File: config.mk
export PLATFORM = sky130hd
export DESIGN_NAME = pbaio_data_regs
export DESIGN_NICKNAME = d
export VERILOG_FILES = /design/src/logic/pbaio_pkg.sv /design/src/logic/pbaio_pin_bank.sv /design/src/logic/pbaio_data_regs.sv
export SDC_FILE = /design/constraint.sdc
export NUM_CORES = 1
export LEC_CHECK = 0
export BUFFER_PORTS_ARGS = -buffer_cell sky130_fd_sc_hd__clkbuf_2
export CAP_MARGIN = 10
export CELL_PAD_IN_SITES_DETAIL_PLACEMENT = 1
export CELL_PAD_IN_SITES_GLOBAL_PLACEMENT = 2
export CORE_MARGIN = 2
export CORE_UTILIZATION = 32
export DETAILED_ROUTE_END_ITERATION = 8
export PLACE_DENSITY = 0.91
export SYNTH_ARGS = -nofsm -noshare
export SYNTH_HDL_FRONTEND = slang
export SYNTH_SLANG_ARGS = --single-unit
export TNS_END_PERCENT = 20
File: constraint.sdc
create_clock -name pclk -period 1.4 [get_ports pclk]
set_input_delay 0.28 -clock pclk [delete_from_list [all_inputs] [get_ports pclk]]
set_output_delay 0.28 -clock pclk [all_outputs]
set_load 0.005 [all_outputs]
File: src/logic/pbaio_pkg.sv
// package: register map, field layout, reset values and bus carriers of the pin data block
package pbaio_pkg;

    // =====================================================================
    // sizes
    // =====================================================================
    localparam int PBAIO_DATA_W   = 32;
    localparam int PBAIO_ADDR_W   = 12;
    localparam int PBAIO_PB_PINS  = 7;
    localparam int PBAIO_AIO_PINS = 6;
    localparam int PBAIO_FUNC_W   = 2;

    // =====================================================================
    // register byte offsets
    // =====================================================================
    localparam logic [PBAIO_ADDR_W-1:0] OFS_PB_DATA  = 12'h000;
    localparam logic [PBAIO_ADDR_W-1:0] OFS_AIO_DATA = 12'h004;
    localparam logic [PBAIO_ADDR_W-1:0] OFS_PB_FUNC  = 12'h008;
    localparam logic [PBAIO_ADDR_W-1:0] OFS_PB_DIR   = 12'h00c;
    localparam logic [PBAIO_ADDR_W-1:0] OFS_AIO_MODE = 12'h010;
    localparam logic [PBAIO_ADDR_W-1:0] OFS_AIO_DIR  = 12'h014;

    // =====================================================================
    // field layout and codes
    // =====================================================================
    localparam logic [PBAIO_DATA_W-1:0] PB_DATA_MASK  = 32'h0000_007f;
    localparam logic [PBAIO_DATA_W-1:0] AIO_IMPL_MASK = 32'h0000_5454;
    localparam logic [PBAIO_FUNC_W-1:0] FUNC_GPIO     = 2'h0;

    // =====================================================================
    // reset values
    // =====================================================================
    localparam logic [PBAIO_PB_PINS*PBAIO_FUNC_W-1:0] RST_PB_FUNC    = 14'h0000;
    localparam logic [PBAIO_PB_PINS-1:0]              RST_PB_DIR     = 7'h00;
    localparam logic [PBAIO_AIO_PINS-1:0]             RST_AIO_ANALOG = 6'h3f;
    localparam logic [PBAIO_AIO_PINS-1:0]             RST_AIO_DIR    = 6'h00;
    localparam logic [PBAIO_DATA_W-1:0]               RST_PRDATA     = 32'h0000_0000;

    // =====================================================================
    // types
    // =====================================================================
    typedef enum logic [2:0] {
        SEL_NONE     = 3'h0,
        SEL_PB_DATA  = 3'h1,
        SEL_AIO_DATA = 3'h3,
        SEL_PB_FUNC  = 3'h2,
        SEL_PB_DIR   = 3'h6,
        SEL_AIO_MODE = 3'h7,
        SEL_AIO_DIR  = 3'h5
    } pbaio_sel_e;

    typedef struct packed {
        logic                    psel;
        logic                    penable;
        logic                    pwrite;
        logic [PBAIO_ADDR_W-1:0] paddr;
        logic [PBAIO_DATA_W-1:0] pwdata;
    } pbaio_apb_req_s;

    typedef struct packed {
        logic [PBAIO_PB_PINS*PBAIO_FUNC_W-1:0] pb_func;
        logic [PBAIO_PB_PINS-1:0]              pb_dir;
        logic [PBAIO_AIO_PINS-1:0]             aio_analog;
        logic [PBAIO_AIO_PINS-1:0]             aio_dir;
        logic [PBAIO_DATA_W-1:0]               prdata;
        logic                                  pslverr;
    } pbaio_regs_s;

    // =====================================================================
    // functions
    // =====================================================================
    function automatic pbaio_sel_e pbaio_decode(input logic [PBAIO_ADDR_W-1:0] addr);
        pbaio_sel_e sel;
        sel = SEL_NONE;
        if (addr == OFS_PB_DATA) begin
            sel = SEL_PB_DATA;
        end else if (addr == OFS_AIO_DATA) begin
            sel = SEL_AIO_DATA;
        end else if (addr == OFS_PB_FUNC) begin
            sel = SEL_PB_FUNC;
        end else if (addr == OFS_PB_DIR) begin
            sel = SEL_PB_DIR;
        end else if (addr == OFS_AIO_MODE) begin
            sel = SEL_AIO_MODE;
        end else if (addr == OFS_AIO_DIR) begin
            sel = SEL_AIO_DIR;
        end
        return sel;
    endfunction : pbaio_decode

    // gathers the sparse analog bits of a register word into a dense vector
    function automatic logic [PBAIO_AIO_PINS-1:0] pbaio_aio_pack(
        input logic [PBAIO_DATA_W-1:0] word);
        logic [PBAIO_AIO_PINS-1:0] v;
        int                        j;
        v = '0;
        j = 0;
        for (int i = 0; i < PBAIO_DATA_W; i++) begin
            if (AIO_IMPL_MASK[i]) begin
                v[j] = word[i];
                j++;
            end
        end
        return v;
    endfunction : pbaio_aio_pack

    // spreads a dense analog vector onto its sparse register positions
    function automatic logic [PBAIO_DATA_W-1:0] pbaio_aio_unpack(
        input logic [PBAIO_AIO_PINS-1:0] v);
        logic [PBAIO_DATA_W-1:0] word;
        int                      j;
        word = '0;
        j = 0;
        for (int i = 0; i < PBAIO_DATA_W; i++) begin
            if (AIO_IMPL_MASK[i]) begin
                word[i] = v[j];
                j++;
            end
        end
        return word;
    endfunction : pbaio_aio_unpack

endpackage : pbaio_pkg

File: src/logic/pbaio_pin_bank.sv
// module: output latches, drive gating and sampled pin levels for one group of pins
`timescale 1ns/10ps
module pbaio_pin_bank import pbaio_pkg::*; #(
    parameter int W = 7
) (
    // clock and reset
    input  wire logic         pclk,
    input  wire logic         presetn,
    // latch load
    input  wire logic         wr_en,
    input  wire logic [W-1:0] wr_data,
    // per-pin drive permission
    input  wire logic [W-1:0] drive_en,
    // pins
    input  wire logic [W-1:0] pin_in,
    output logic      [W-1:0] pin_out,
    output logic      [W-1:0] pin_oe,
    // sampled level for reads
    output logic      [W-1:0] level
);

    // =====================================================================
    // state
    // =====================================================================
    typedef struct packed {
        logic [W-1:0] latch;
        logic [W-1:0] level;
    } pbaio_bank_s;

    pbaio_bank_s st_q;
    pbaio_bank_s st_d;

    always_comb begin
        st_d       = st_q;
        st_d.level = pin_in;                         // [RL5] [RL9]
        if (wr_en) begin
            st_d.latch = wr_data;                    // [RL4] [RL10]
        end
    end

    always_ff @(posedge pclk or negedge presetn) begin
        if (!presetn) begin
            st_q <= '0;                              // [RL11]
        end else begin
            st_q <= st_d;
        end
    end

    // =====================================================================
    // outputs
    // =====================================================================
    assign pin_out = st_q.latch;
    assign pin_oe  = drive_en;                       // [RL3] [RL8]
    assign level   = st_q.level;

endmodule : pbaio_pin_bank

File: src/logic/pbaio_data_regs.sv
// module: apb register file for port b and analog pin data with pin drive gating
// Summary of operation
// [RL1] port b data holds one bit per pin in bits 6..0 and bits 31..7 read zero.
// [RL2] reading a port b data bit returns the pin level whatever its function or direction.
// [RL3] a port b pin is driven from its latch only when it is a general-purpose output.
// [RL4] a write to a pin that is not a general-purpose output still loads the latch.
// [RL5] data reads after reset follow whatever level each pin presents.
// [RL6] analog data implements bits 14, 12, 10, 6, 4 and 2 only; the rest read zero.
// [RL7] reading an analog data bit returns the pin level regardless of its setup.
// [RL8] an analog pin is driven only when set up as a digital output; else only latched.
// [RL9] data reads show the sampled pin level, never the latch contents.
// [RL10] an output latch keeps its value until it is written again.
// [RL11] reset clears every output latch to zero.
// [RL12] writes to reserved positions are dropped and keep reading zero, except analog mode and direction, which read back packed into bits 5..0.
`timescale 1ns/10ps
module pbaio_data_regs import pbaio_pkg::*; (
    // clock and reset
    input  wire logic                        pclk,
    input  wire logic                        presetn,
    // apb slave
    input  wire pbaio_apb_req_s              apb_req,
    output logic                             pready,
    output logic      [PBAIO_DATA_W-1:0]     prdata,
    output logic                             pslverr,
    // port b pins
    input  wire logic [PBAIO_PB_PINS-1:0]    pb_pin_in,
    output logic      [PBAIO_PB_PINS-1:0]    pb_pin_out,
    output logic      [PBAIO_PB_PINS-1:0]    pb_pin_oe,
    // analog pins used as digital lines
    input  wire logic [PBAIO_AIO_PINS-1:0]   aio_pin_in,
    output logic      [PBAIO_AIO_PINS-1:0]   aio_pin_out,
    output logic      [PBAIO_AIO_PINS-1:0]   aio_pin_oe
);

    // =====================================================================
    // bus phases
    // =====================================================================
    pbaio_regs_s               st_q;
    pbaio_regs_s               st_d;
    pbaio_sel_e                sel;
    logic                      setup;
    logic                      wr_take;
    logic                      pb_wr;
    logic                      aio_wr;
    logic [PBAIO_PB_PINS-1:0]  pb_drive;
    logic [PBAIO_AIO_PINS-1:0] aio_drive;
    logic [PBAIO_PB_PINS-1:0]  pb_lvl;
    logic [PBAIO_AIO_PINS-1:0] aio_lvl;

    assign sel     = pbaio_decode(apb_req.paddr);
    assign setup   = apb_req.psel && !apb_req.penable;
    assign wr_take = apb_req.psel && apb_req.penable && apb_req.pwrite && pready;
    assign pb_wr   = wr_take && (sel == SEL_PB_DATA);
    assign aio_wr  = wr_take && (sel == SEL_AIO_DATA);
    assign pready  = 1'b1;

    // =====================================================================
    // register file
    // =====================================================================
    always_comb begin
        st_d = st_q;
        if (setup) begin
            st_d.pslverr = (sel == SEL_NONE);
            st_d.prdata  = RST_PRDATA;
            if (!apb_req.pwrite) begin
                case (sel)
                    SEL_PB_DATA:  st_d.prdata = 32'(pb_lvl) & PB_DATA_MASK;   // [RL1] [RL2] [RL9]
                    SEL_AIO_DATA: st_d.prdata = pbaio_aio_unpack(aio_lvl);    // [RL6] [RL7] [RL9]
                    SEL_PB_FUNC:  st_d.prdata = 32'(st_q.pb_func);
                    SEL_PB_DIR:   st_d.prdata = 32'(st_q.pb_dir);
                    SEL_AIO_MODE: st_d.prdata = 32'(st_q.aio_analog);
                    SEL_AIO_DIR:  st_d.prdata = 32'(st_q.aio_dir);
                    default:      st_d.prdata = RST_PRDATA;
                endcase
            end
        end
        if (wr_take) begin
            case (sel)
                SEL_PB_FUNC:  st_d.pb_func    = apb_req.pwdata[PBAIO_PB_PINS*PBAIO_FUNC_W-1:0];
                SEL_PB_DIR:   st_d.pb_dir     = apb_req.pwdata[PBAIO_PB_PINS-1:0];
                SEL_AIO_MODE: st_d.aio_analog = pbaio_aio_pack(apb_req.pwdata);
                SEL_AIO_DIR:  st_d.aio_dir    = pbaio_aio_pack(apb_req.pwdata);
                default:      st_d.pb_dir     = st_q.pb_dir;
            endcase
        end
    end

    always_ff @(posedge pclk or negedge presetn) begin
        if (!presetn) begin
            st_q.pb_func    <= RST_PB_FUNC;
            st_q.pb_dir     <= RST_PB_DIR;
            st_q.aio_analog <= RST_AIO_ANALOG;
            st_q.aio_dir    <= RST_AIO_DIR;
            st_q.prdata     <= RST_PRDATA;
            st_q.pslverr    <= 1'b0;
        end else begin
            st_q <= st_d;
        end
    end

    assign prdata  = st_q.prdata;
    assign pslverr = st_q.pslverr;

    // =====================================================================
    // drive permission
    // =====================================================================
    for (genvar i = 0; i < PBAIO_PB_PINS; i++) begin : g_pb_drive
        assign pb_drive[i] = st_q.pb_dir[i]
            && (st_q.pb_func[i*PBAIO_FUNC_W +: PBAIO_FUNC_W] == FUNC_GPIO);  // [RL3]
    end

    assign aio_drive = st_q.aio_dir & ~st_q.aio_analog;                      // [RL8]

    // =====================================================================
    // pin banks
    // =====================================================================
    pbaio_pin_bank #(
        .W        (PBAIO_PB_PINS)
    ) u_pb_bank (
        .pclk     (pclk),
        .presetn  (presetn),
        .wr_en    (pb_wr),
        .wr_data  (apb_req.pwdata[PBAIO_PB_PINS-1:0]),                       // [RL12]
        .drive_en (pb_drive),
        .pin_in   (pb_pin_in),
        .pin_out  (pb_pin_out),
        .pin_oe   (pb_pin_oe),
        .level    (pb_lvl)
    );

    pbaio_pin_bank #(
        .W        (PBAIO_AIO_PINS)
    ) u_aio_bank (
        .pclk     (pclk),
        .presetn  (presetn),
        .wr_en    (aio_wr),
        .wr_data  (pbaio_aio_pack(apb_req.pwdata)),                          // [RL12]
        .drive_en (aio_drive),
        .pin_in   (aio_pin_in),
        .pin_out  (aio_pin_out),
        .pin_oe   (aio_pin_oe),
        .level    (aio_lvl)
    );

    // =====================================================================
    // assertions
    // =====================================================================
    logic rd_pb;
    logic rd_aio;

    assign rd_pb  = setup && !apb_req.pwrite && (sel == SEL_PB_DATA);
    assign rd_aio = setup && !apb_req.pwrite && (sel == SEL_AIO_DATA);

    logic                     cfg_wr;
    logic [PBAIO_PB_PINS-1:0] pb_gpio;

    assign cfg_wr = wr_take && (sel != SEL_PB_DATA) && (sel != SEL_AIO_DATA);
    for (genvar i = 0; i < PBAIO_PB_PINS; i++) begin : g_pb_gpio
        assign pb_gpio[i] = (st_q.pb_func[i*PBAIO_FUNC_W +: PBAIO_FUNC_W] == FUNC_GPIO);
    end

    a_pb_rsvd_zero: assert property (@(posedge pclk) disable iff (!presetn) // [RL1]
        rd_pb |=> (prdata & ~PB_DATA_MASK) == '0)
        else $error("port b data read shows nonzero reserved bits");

    a_pb_read_level: assert property (@(posedge pclk) disable iff (!presetn) // [RL2]
        rd_pb |=> prdata[PBAIO_PB_PINS-1:0] == $past(pb_pin_in, 2))
        else $error("port b data read does not match pin level");

    a_pb_drive_gate: assert property (@(posedge pclk) disable iff (!presetn) // [RL3]
        (pb_pin_oe & ~st_q.pb_dir) == '0)
        else $error("port b pin driven while set as input");

    a_pb_write_latch: assert property (@(posedge pclk) disable iff (!presetn) // [RL4]
        pb_wr |=> pb_pin_out == $past(apb_req.pwdata[PBAIO_PB_PINS-1:0]))
        else $error("port b latch did not take written value");

    a_level_follow: assert property (@(posedge pclk) disable iff (!presetn) // [RL5]
        presetn && $past(presetn)
            |-> (pb_lvl == $past(pb_pin_in)) && (aio_lvl == $past(aio_pin_in)))
        else $error("sampled level does not follow the pins");

    a_aio_rsvd_zero: assert property (@(posedge pclk) disable iff (!presetn) // [RL6]
        rd_aio |=> (prdata & ~AIO_IMPL_MASK) == '0)
        else $error("analog data read shows nonzero reserved bits");

    a_aio_read_level: assert property (@(posedge pclk) disable iff (!presetn) // [RL7]
        rd_aio |=> pbaio_aio_pack(prdata) == $past(aio_pin_in, 2))
        else $error("analog data read does not match pin level");

    a_aio_drive_gate: assert property (@(posedge pclk) disable iff (!presetn) // [RL8]
        (aio_pin_oe & (st_q.aio_analog | ~st_q.aio_dir)) == '0)
        else $error("analog pin driven while not a digital output");

    a_read_not_latch: assert property (@(posedge pclk) disable iff (!presetn) // [RL9]
        rd_pb && (pb_pin_out != pb_lvl) |=> prdata[PBAIO_PB_PINS-1:0] != $past(pb_pin_out))
        else $error("data read returned latch instead of pin level");

    a_latch_hold: assert property (@(posedge pclk) disable iff (!presetn) // [RL10]
        !pb_wr && !aio_wr |=> $stable(pb_pin_out) && $stable(aio_pin_out))
        else $error("output latch changed without a write");

    a_reset_clear: assert property (@(posedge pclk)                        // [RL11]
        !presetn |-> pb_pin_out == '0 && aio_pin_out == '0)
        else $error("output latch not cleared by reset");

    a_rsvd_write: assert property (@(posedge pclk) disable iff (!presetn) // [RL12]
        aio_wr |=> aio_pin_out == pbaio_aio_pack($past(apb_req.pwdata)))
        else $error("analog latch took a reserved bit");

    // =====================================================================
    // assertions: drive, latch, sampled level and bus response
    // =====================================================================
    a_pb_oe_on: assert property (@(posedge pclk) disable iff (!presetn) // [RL3]
        (pb_drive & ~pb_pin_oe) == '0)
        else $error("port b output pin left undriven");

    a_pb_func_gate: assert property (@(posedge pclk) disable iff (!presetn) // [RL3]
        (pb_pin_oe & ~pb_gpio) == '0)
        else $error("port b pin driven while given to a peripheral");

    a_aio_oe_on: assert property (@(posedge pclk) disable iff (!presetn) // [RL8]
        (aio_drive & ~aio_pin_oe) == '0)
        else $error("analog output pin left undriven");

    a_pb_latch_only: assert property (@(posedge pclk) disable iff (!presetn) // [RL4]
        pb_wr && (pb_drive == '0) |=> pb_pin_oe == '0)
        else $error("port b data write started driving a pin");

    a_pb_write_undriven: assert property (@(posedge pclk) disable iff (!presetn) // [RL4]
        pb_wr && (pb_drive == '0) |=> pb_pin_out == $past(apb_req.pwdata[PBAIO_PB_PINS-1:0]))
        else $error("port b latch missed a write while undriven");

    a_aio_write_latch: assert property (@(posedge pclk) disable iff (!presetn) // [RL4]
        aio_wr && (aio_drive == '0) |=> aio_pin_out == $past(pbaio_aio_pack(apb_req.pwdata)))
        else $error("analog latch missed a write while undriven");

    a_aio_latch_only: assert property (@(posedge pclk) disable iff (!presetn) // [RL8]
        aio_wr && (aio_drive == '0) |=> aio_pin_oe == '0)
        else $error("analog data write started driving a pin");

    a_pb_hold: assert property (@(posedge pclk) disable iff (!presetn) // [RL10]
        !pb_wr |=> $stable(pb_pin_out))
        else $error("port b latch changed without a write");

    a_aio_hold: assert property (@(posedge pclk) disable iff (!presetn) // [RL10]
        !aio_wr |=> $stable(aio_pin_out))
        else $error("analog latch changed without a write");

    a_cfg_wr_latch: assert property (@(posedge pclk) disable iff (!presetn) // [RL10]
        cfg_wr |=> $stable(pb_pin_out) && $stable(aio_pin_out))
        else $error("config write disturbed an output latch");

    a_pb_wr_only: assert property (@(posedge pclk) disable iff (!presetn) // [RL12]
        pb_wr |=> $stable(aio_pin_out))
        else $error("port b write reached the analog latch");

    a_aio_wr_only: assert property (@(posedge pclk) disable iff (!presetn) // [RL12]
        aio_wr |=> $stable(pb_pin_out))
        else $error("analog write reached the port b latch");

    a_pb_read_ok: assert property (@(posedge pclk) disable iff (!presetn) // [RL1]
        rd_pb |=> !pslverr)
        else $error("port b data read flagged an error");

    a_aio_read_ok: assert property (@(posedge pclk) disable iff (!presetn) // [RL6]
        rd_aio |=> !pslverr)
        else $error("analog data read flagged an error");

    a_aio_not_latch: assert property (@(posedge pclk) disable iff (!presetn) // [RL9]
        rd_aio && (aio_pin_out != aio_lvl) |=> pbaio_aio_pack(prdata) != $past(aio_pin_out))
        else $error("analog read returned latch instead of pin level");

    a_read_stands: assert property (@(posedge pclk) disable iff (!presetn) // [RL2]
        apb_req.psel && apb_req.penable |=> $stable(prdata))
        else $error("read data changed in the access cycle");

    a_unmapped_err: assert property (@(posedge pclk) disable iff (!presetn) // [RL12]
        setup && (sel == SEL_NONE) |=> pslverr && (prdata == '0))
        else $error("unmapped access not refused");

    a_reset_no_drive: assert property (@(posedge pclk) // [RL11]
        !presetn |-> (pb_pin_oe == '0) && (aio_pin_oe == '0))
        else $error("pin driven during reset");

    a_lvl_reset: assert property (@(posedge pclk) // [RL5]
        !presetn |-> (pb_lvl == '0) && (aio_lvl == '0))
        else $error("sampled levels not cleared during reset");

    c_pb_write: cover property (@(posedge pclk) disable iff (!presetn)
        pb_wr && (pb_drive != '0));

    c_aio_read: cover property (@(posedge pclk) disable iff (!presetn)
        rd_aio ##1 (prdata != '0));

    c_unmapped: cover property (@(posedge pclk) disable iff (!presetn)
        setup && (sel == SEL_NONE) ##1 pslverr);

    c_latched_only: cover property (@(posedge pclk) disable iff (!presetn)
        aio_wr && (aio_drive == '0));

    c_pb_driven_read: cover property (@(posedge pclk) disable iff (!presetn)
        rd_pb && (pb_pin_oe != '0));

endmodule : pbaio_data_regs

==> run metrics <==
Die Area=11,800 um2; Most Frequent Cell on Critical Path=buf_6; Cell Area, Synth=3490 um2; Root Driver=clkbuf_8; fin crit share=1.07; die height=108 um; first-pass GRT wire length=14,300 um; number of setup violations in the final report=43; max-cap viol count=0; Yosys reg bits=75; Clock Latency Late Sink=0.35 ns; I/O pins=122; Crit Path Category=input pin to flip-flop; violated checks=negative setup slack; skew final=0.00647 ns; Comb pwr share=0.071; crit path capture type=flip-flop; mean routed wirelength per cell=18.0 um; area delta synth->final=33.1%; H-tree Lvls=3; CORE AREA=10,700 um2; fraction of layout cells with a size suffix above 1=0.570; EDFF count, synth=0; vias in the first global route=2,581; Pint=0.00342 W; via count=2,416; Critical-path top delay cell=mux2_2; Startpoint Class=input pin; HP Class=input pin to flip-flop; Tot Pwr=0.00442 W; Worst Hold Endpoint=u_aio_bank.level[1]$_DFF_PN0_; Sw Share=0.226; Routed WL=9310 um; Final #Nets=434; maximum vdd drop=0.447 mV; fmax=669 MHz; required time of the critical path=1.69 ns; top cells by area, synth=dfrtp_1 (49%), mux2_2 (13%), buf_4 (7.5%), dfstp_2 (4.5%), mux2_4 (3.0%); Reg2Reg Setup Slack=0.01 ns; Setup crit start=apb_req[32]; Synth Flop Type=dfrtp_1; Overflow after GRT=0; pre-CTS setup slack=-0.543 ns; pin count of the biggest net entering global routing=29; Final Slew Violations=0; Async S/R FF share, synth=1.00; status=finished, violations left; Mean Syn Cell Area=13.2 um2; clock-pin slew on the worst setup and hold paths=0.08 ns; most common cell in the synthesized netlist=dfrtp_1; initial core utilization=0.325; warnings from Yosys=0; Worst R2R End=prdata[4]$_DFFE_PN0P_; drt via density=4.67; row count=38; RSZ-0062 raised after global routing=yes; final worst slack=-0.0952 ns; CP bufs+invs=3; CP max stage delay=0.34 ns; drt pass-1 iters=4; Yosys top cell area share=0.495; area leader, netlist=dfrtp_1; Final ANT Viol Nets=0; final hold vios=0; Leak=2.33 nW; P per Cell Area=950 nW/um2; port bufs=86; power share of the clock group=0.431; Crit Path Max Fanout=6; initial antenna violation count=0; FF-to-FF Start=st_q[49]$_DFFE_PN0P_; WHS=0.0196 ns; Critical Path AT=1.79 ns; CTS sink count=75; worst path cell trace=buf_6, nor4_4, nand3_4, buf_6, nor4_4, buf_6, mux2_2; Detailed Route Iter0 Violations=81; hold path start=aio_pin_in[1]; Seq/Total Area, Yosys=0.540; gr usage total=0.164; FF-to-FF path depth=3; sequential power share=0.497; Min Clock Period, post-route=1.50 ns; synthesized instance count=264; DRC Markers=0; net switching component of the power=0.000997 W; Die Span X=108 um; CTS tree=done; HPWL after DPL=6960 um; CTS Buf Count=9; Worst path top cell family by delay=simple AND/OR/NAND/NOR gates; GP Congestion=0.789; diode count=0; Netlist cell types=34; hold path cells=1; Max Root-Sink Buffers=2; top cells by count, synth=dfrtp_1 (69), mux2_2 (39), buf_4 (35)
==> how the worst max path moves through the flow <==
| stage | to | depth (start not counted) |
|---|---|---|
| final | st_q[43]$_DFFE_PN1P_ | 7 |
| after global routing | st_q[43]$_DFFE_PN1P_ | 7 |
| after CTS | st_q[42]$_DFFE_PN1P_ | 7 |
| after detailed placement | st_q[33]$_DFFE_PN0P_ | 7 |
| after global placement | st_q[46]$_DFFE_PN0P_ | 6 |
| after floorplan | st_q[56]$_DFFE_PN0P_ | 5 |
==> sequential cells by signal, indices dropped and copies added (netlist names) <==
name                flops
u_pb_bank.pin_out       7
u_aio_bank.level        6
st_q                   33
pslverr                 1
u_aio_bank.pin_out      6
u_pb_bank.level         7
prdata                 15
==> layer usage <==
layer  share of wire  vias up  GRT usage
li1                -     1106          -
met1            0.44     1219      0.215
met2            0.50       80      0.271
met3           0.055       11     0.0410
met4           0.012        0     0.0449
met5               0        -          0
==> through the flow <==
step                area (um2)  utilization  setup TNS (ns)  std cells
finish                    4650        0.432           -1.83        517
global route              4650        0.432           -4.74        517
floorplan                 3560            -          -13.76        280
CTS                       4530        0.422           -3.43        517
detailed placement        4160        0.387          -24.87        499
global placement          4160        0.387          -22.74        499
==> cell type report <==
cell class | instances | area (um2)
tap | 140 | 175
multi-input combinational | 162 | 1580
clock buffer | 12 | 155
fill | 1155 | 6100
sequential | 75 | 1880
clock inverter | 4 | 72.6
timing repair buffer | 123 | 778
inverter | 1 | 3.75
==> cells by family after synthesis <==
kind of cell,synth area share
DFF,0.540
and+or+nand+nor,0.120
muxes,0.204
buffers and inverters,0.0849
AOI/OAI and AO/OA,0.0491
other,0.00215
==> power groups by stage <==
stage                     Clock, W  Sequential, W  Combinational (W)
after floorplan                  0        0.00223           0.000128
after global placement           0        0.00224           0.000299
after detailed placement         0        0.00224           0.000308
after CTS                  0.00194        0.00220           0.000314
after global routing       0.00203        0.00220           0.000352
final                      0.00191        0.00220           0.000316
==> layout by cell type, fill, tap and decap left out, types with 3 or more instances in the layout <==
cell type | Yosys | layout
a22o_1 | 5 | 5
buf_4 | 35 | 26
buf_6 | 0 | 10
clkbuf_2 | 0 | 82
clkbuf_8 | 0 | 11
conb_1 | 2 | 18
dfrtp_1 | 69 | 69
dfstp_2 | 6 | 6
mux2_2 | 39 | 5
mux2_4 | 7 | 41
mux2i_1 | 10 | 10
mux4_2 | 3 | 3
nand2_1 | 11 | 11
nand3_1 | 3 | 3
nor2_1 | 8 | 8
nor2b_2 | 0 | 5
nor3b_1 | 11 | 4
nor3b_2 | 0 | 7
nor4_4 | 4 | 4
o21ai_0 | 10 | 8
o32ai_1 | 4 | 4
==> timing repair <==
item,4_1_cts,5_1_grt
hold endpoints to repair,12,0
pin swaps,8,5
hold buffers,1,0
setup endpoints to repair,57,66
cloned,0,0
setup buffers,1,0
resized for setup,34,33
(Power assumes the default switching activity.)
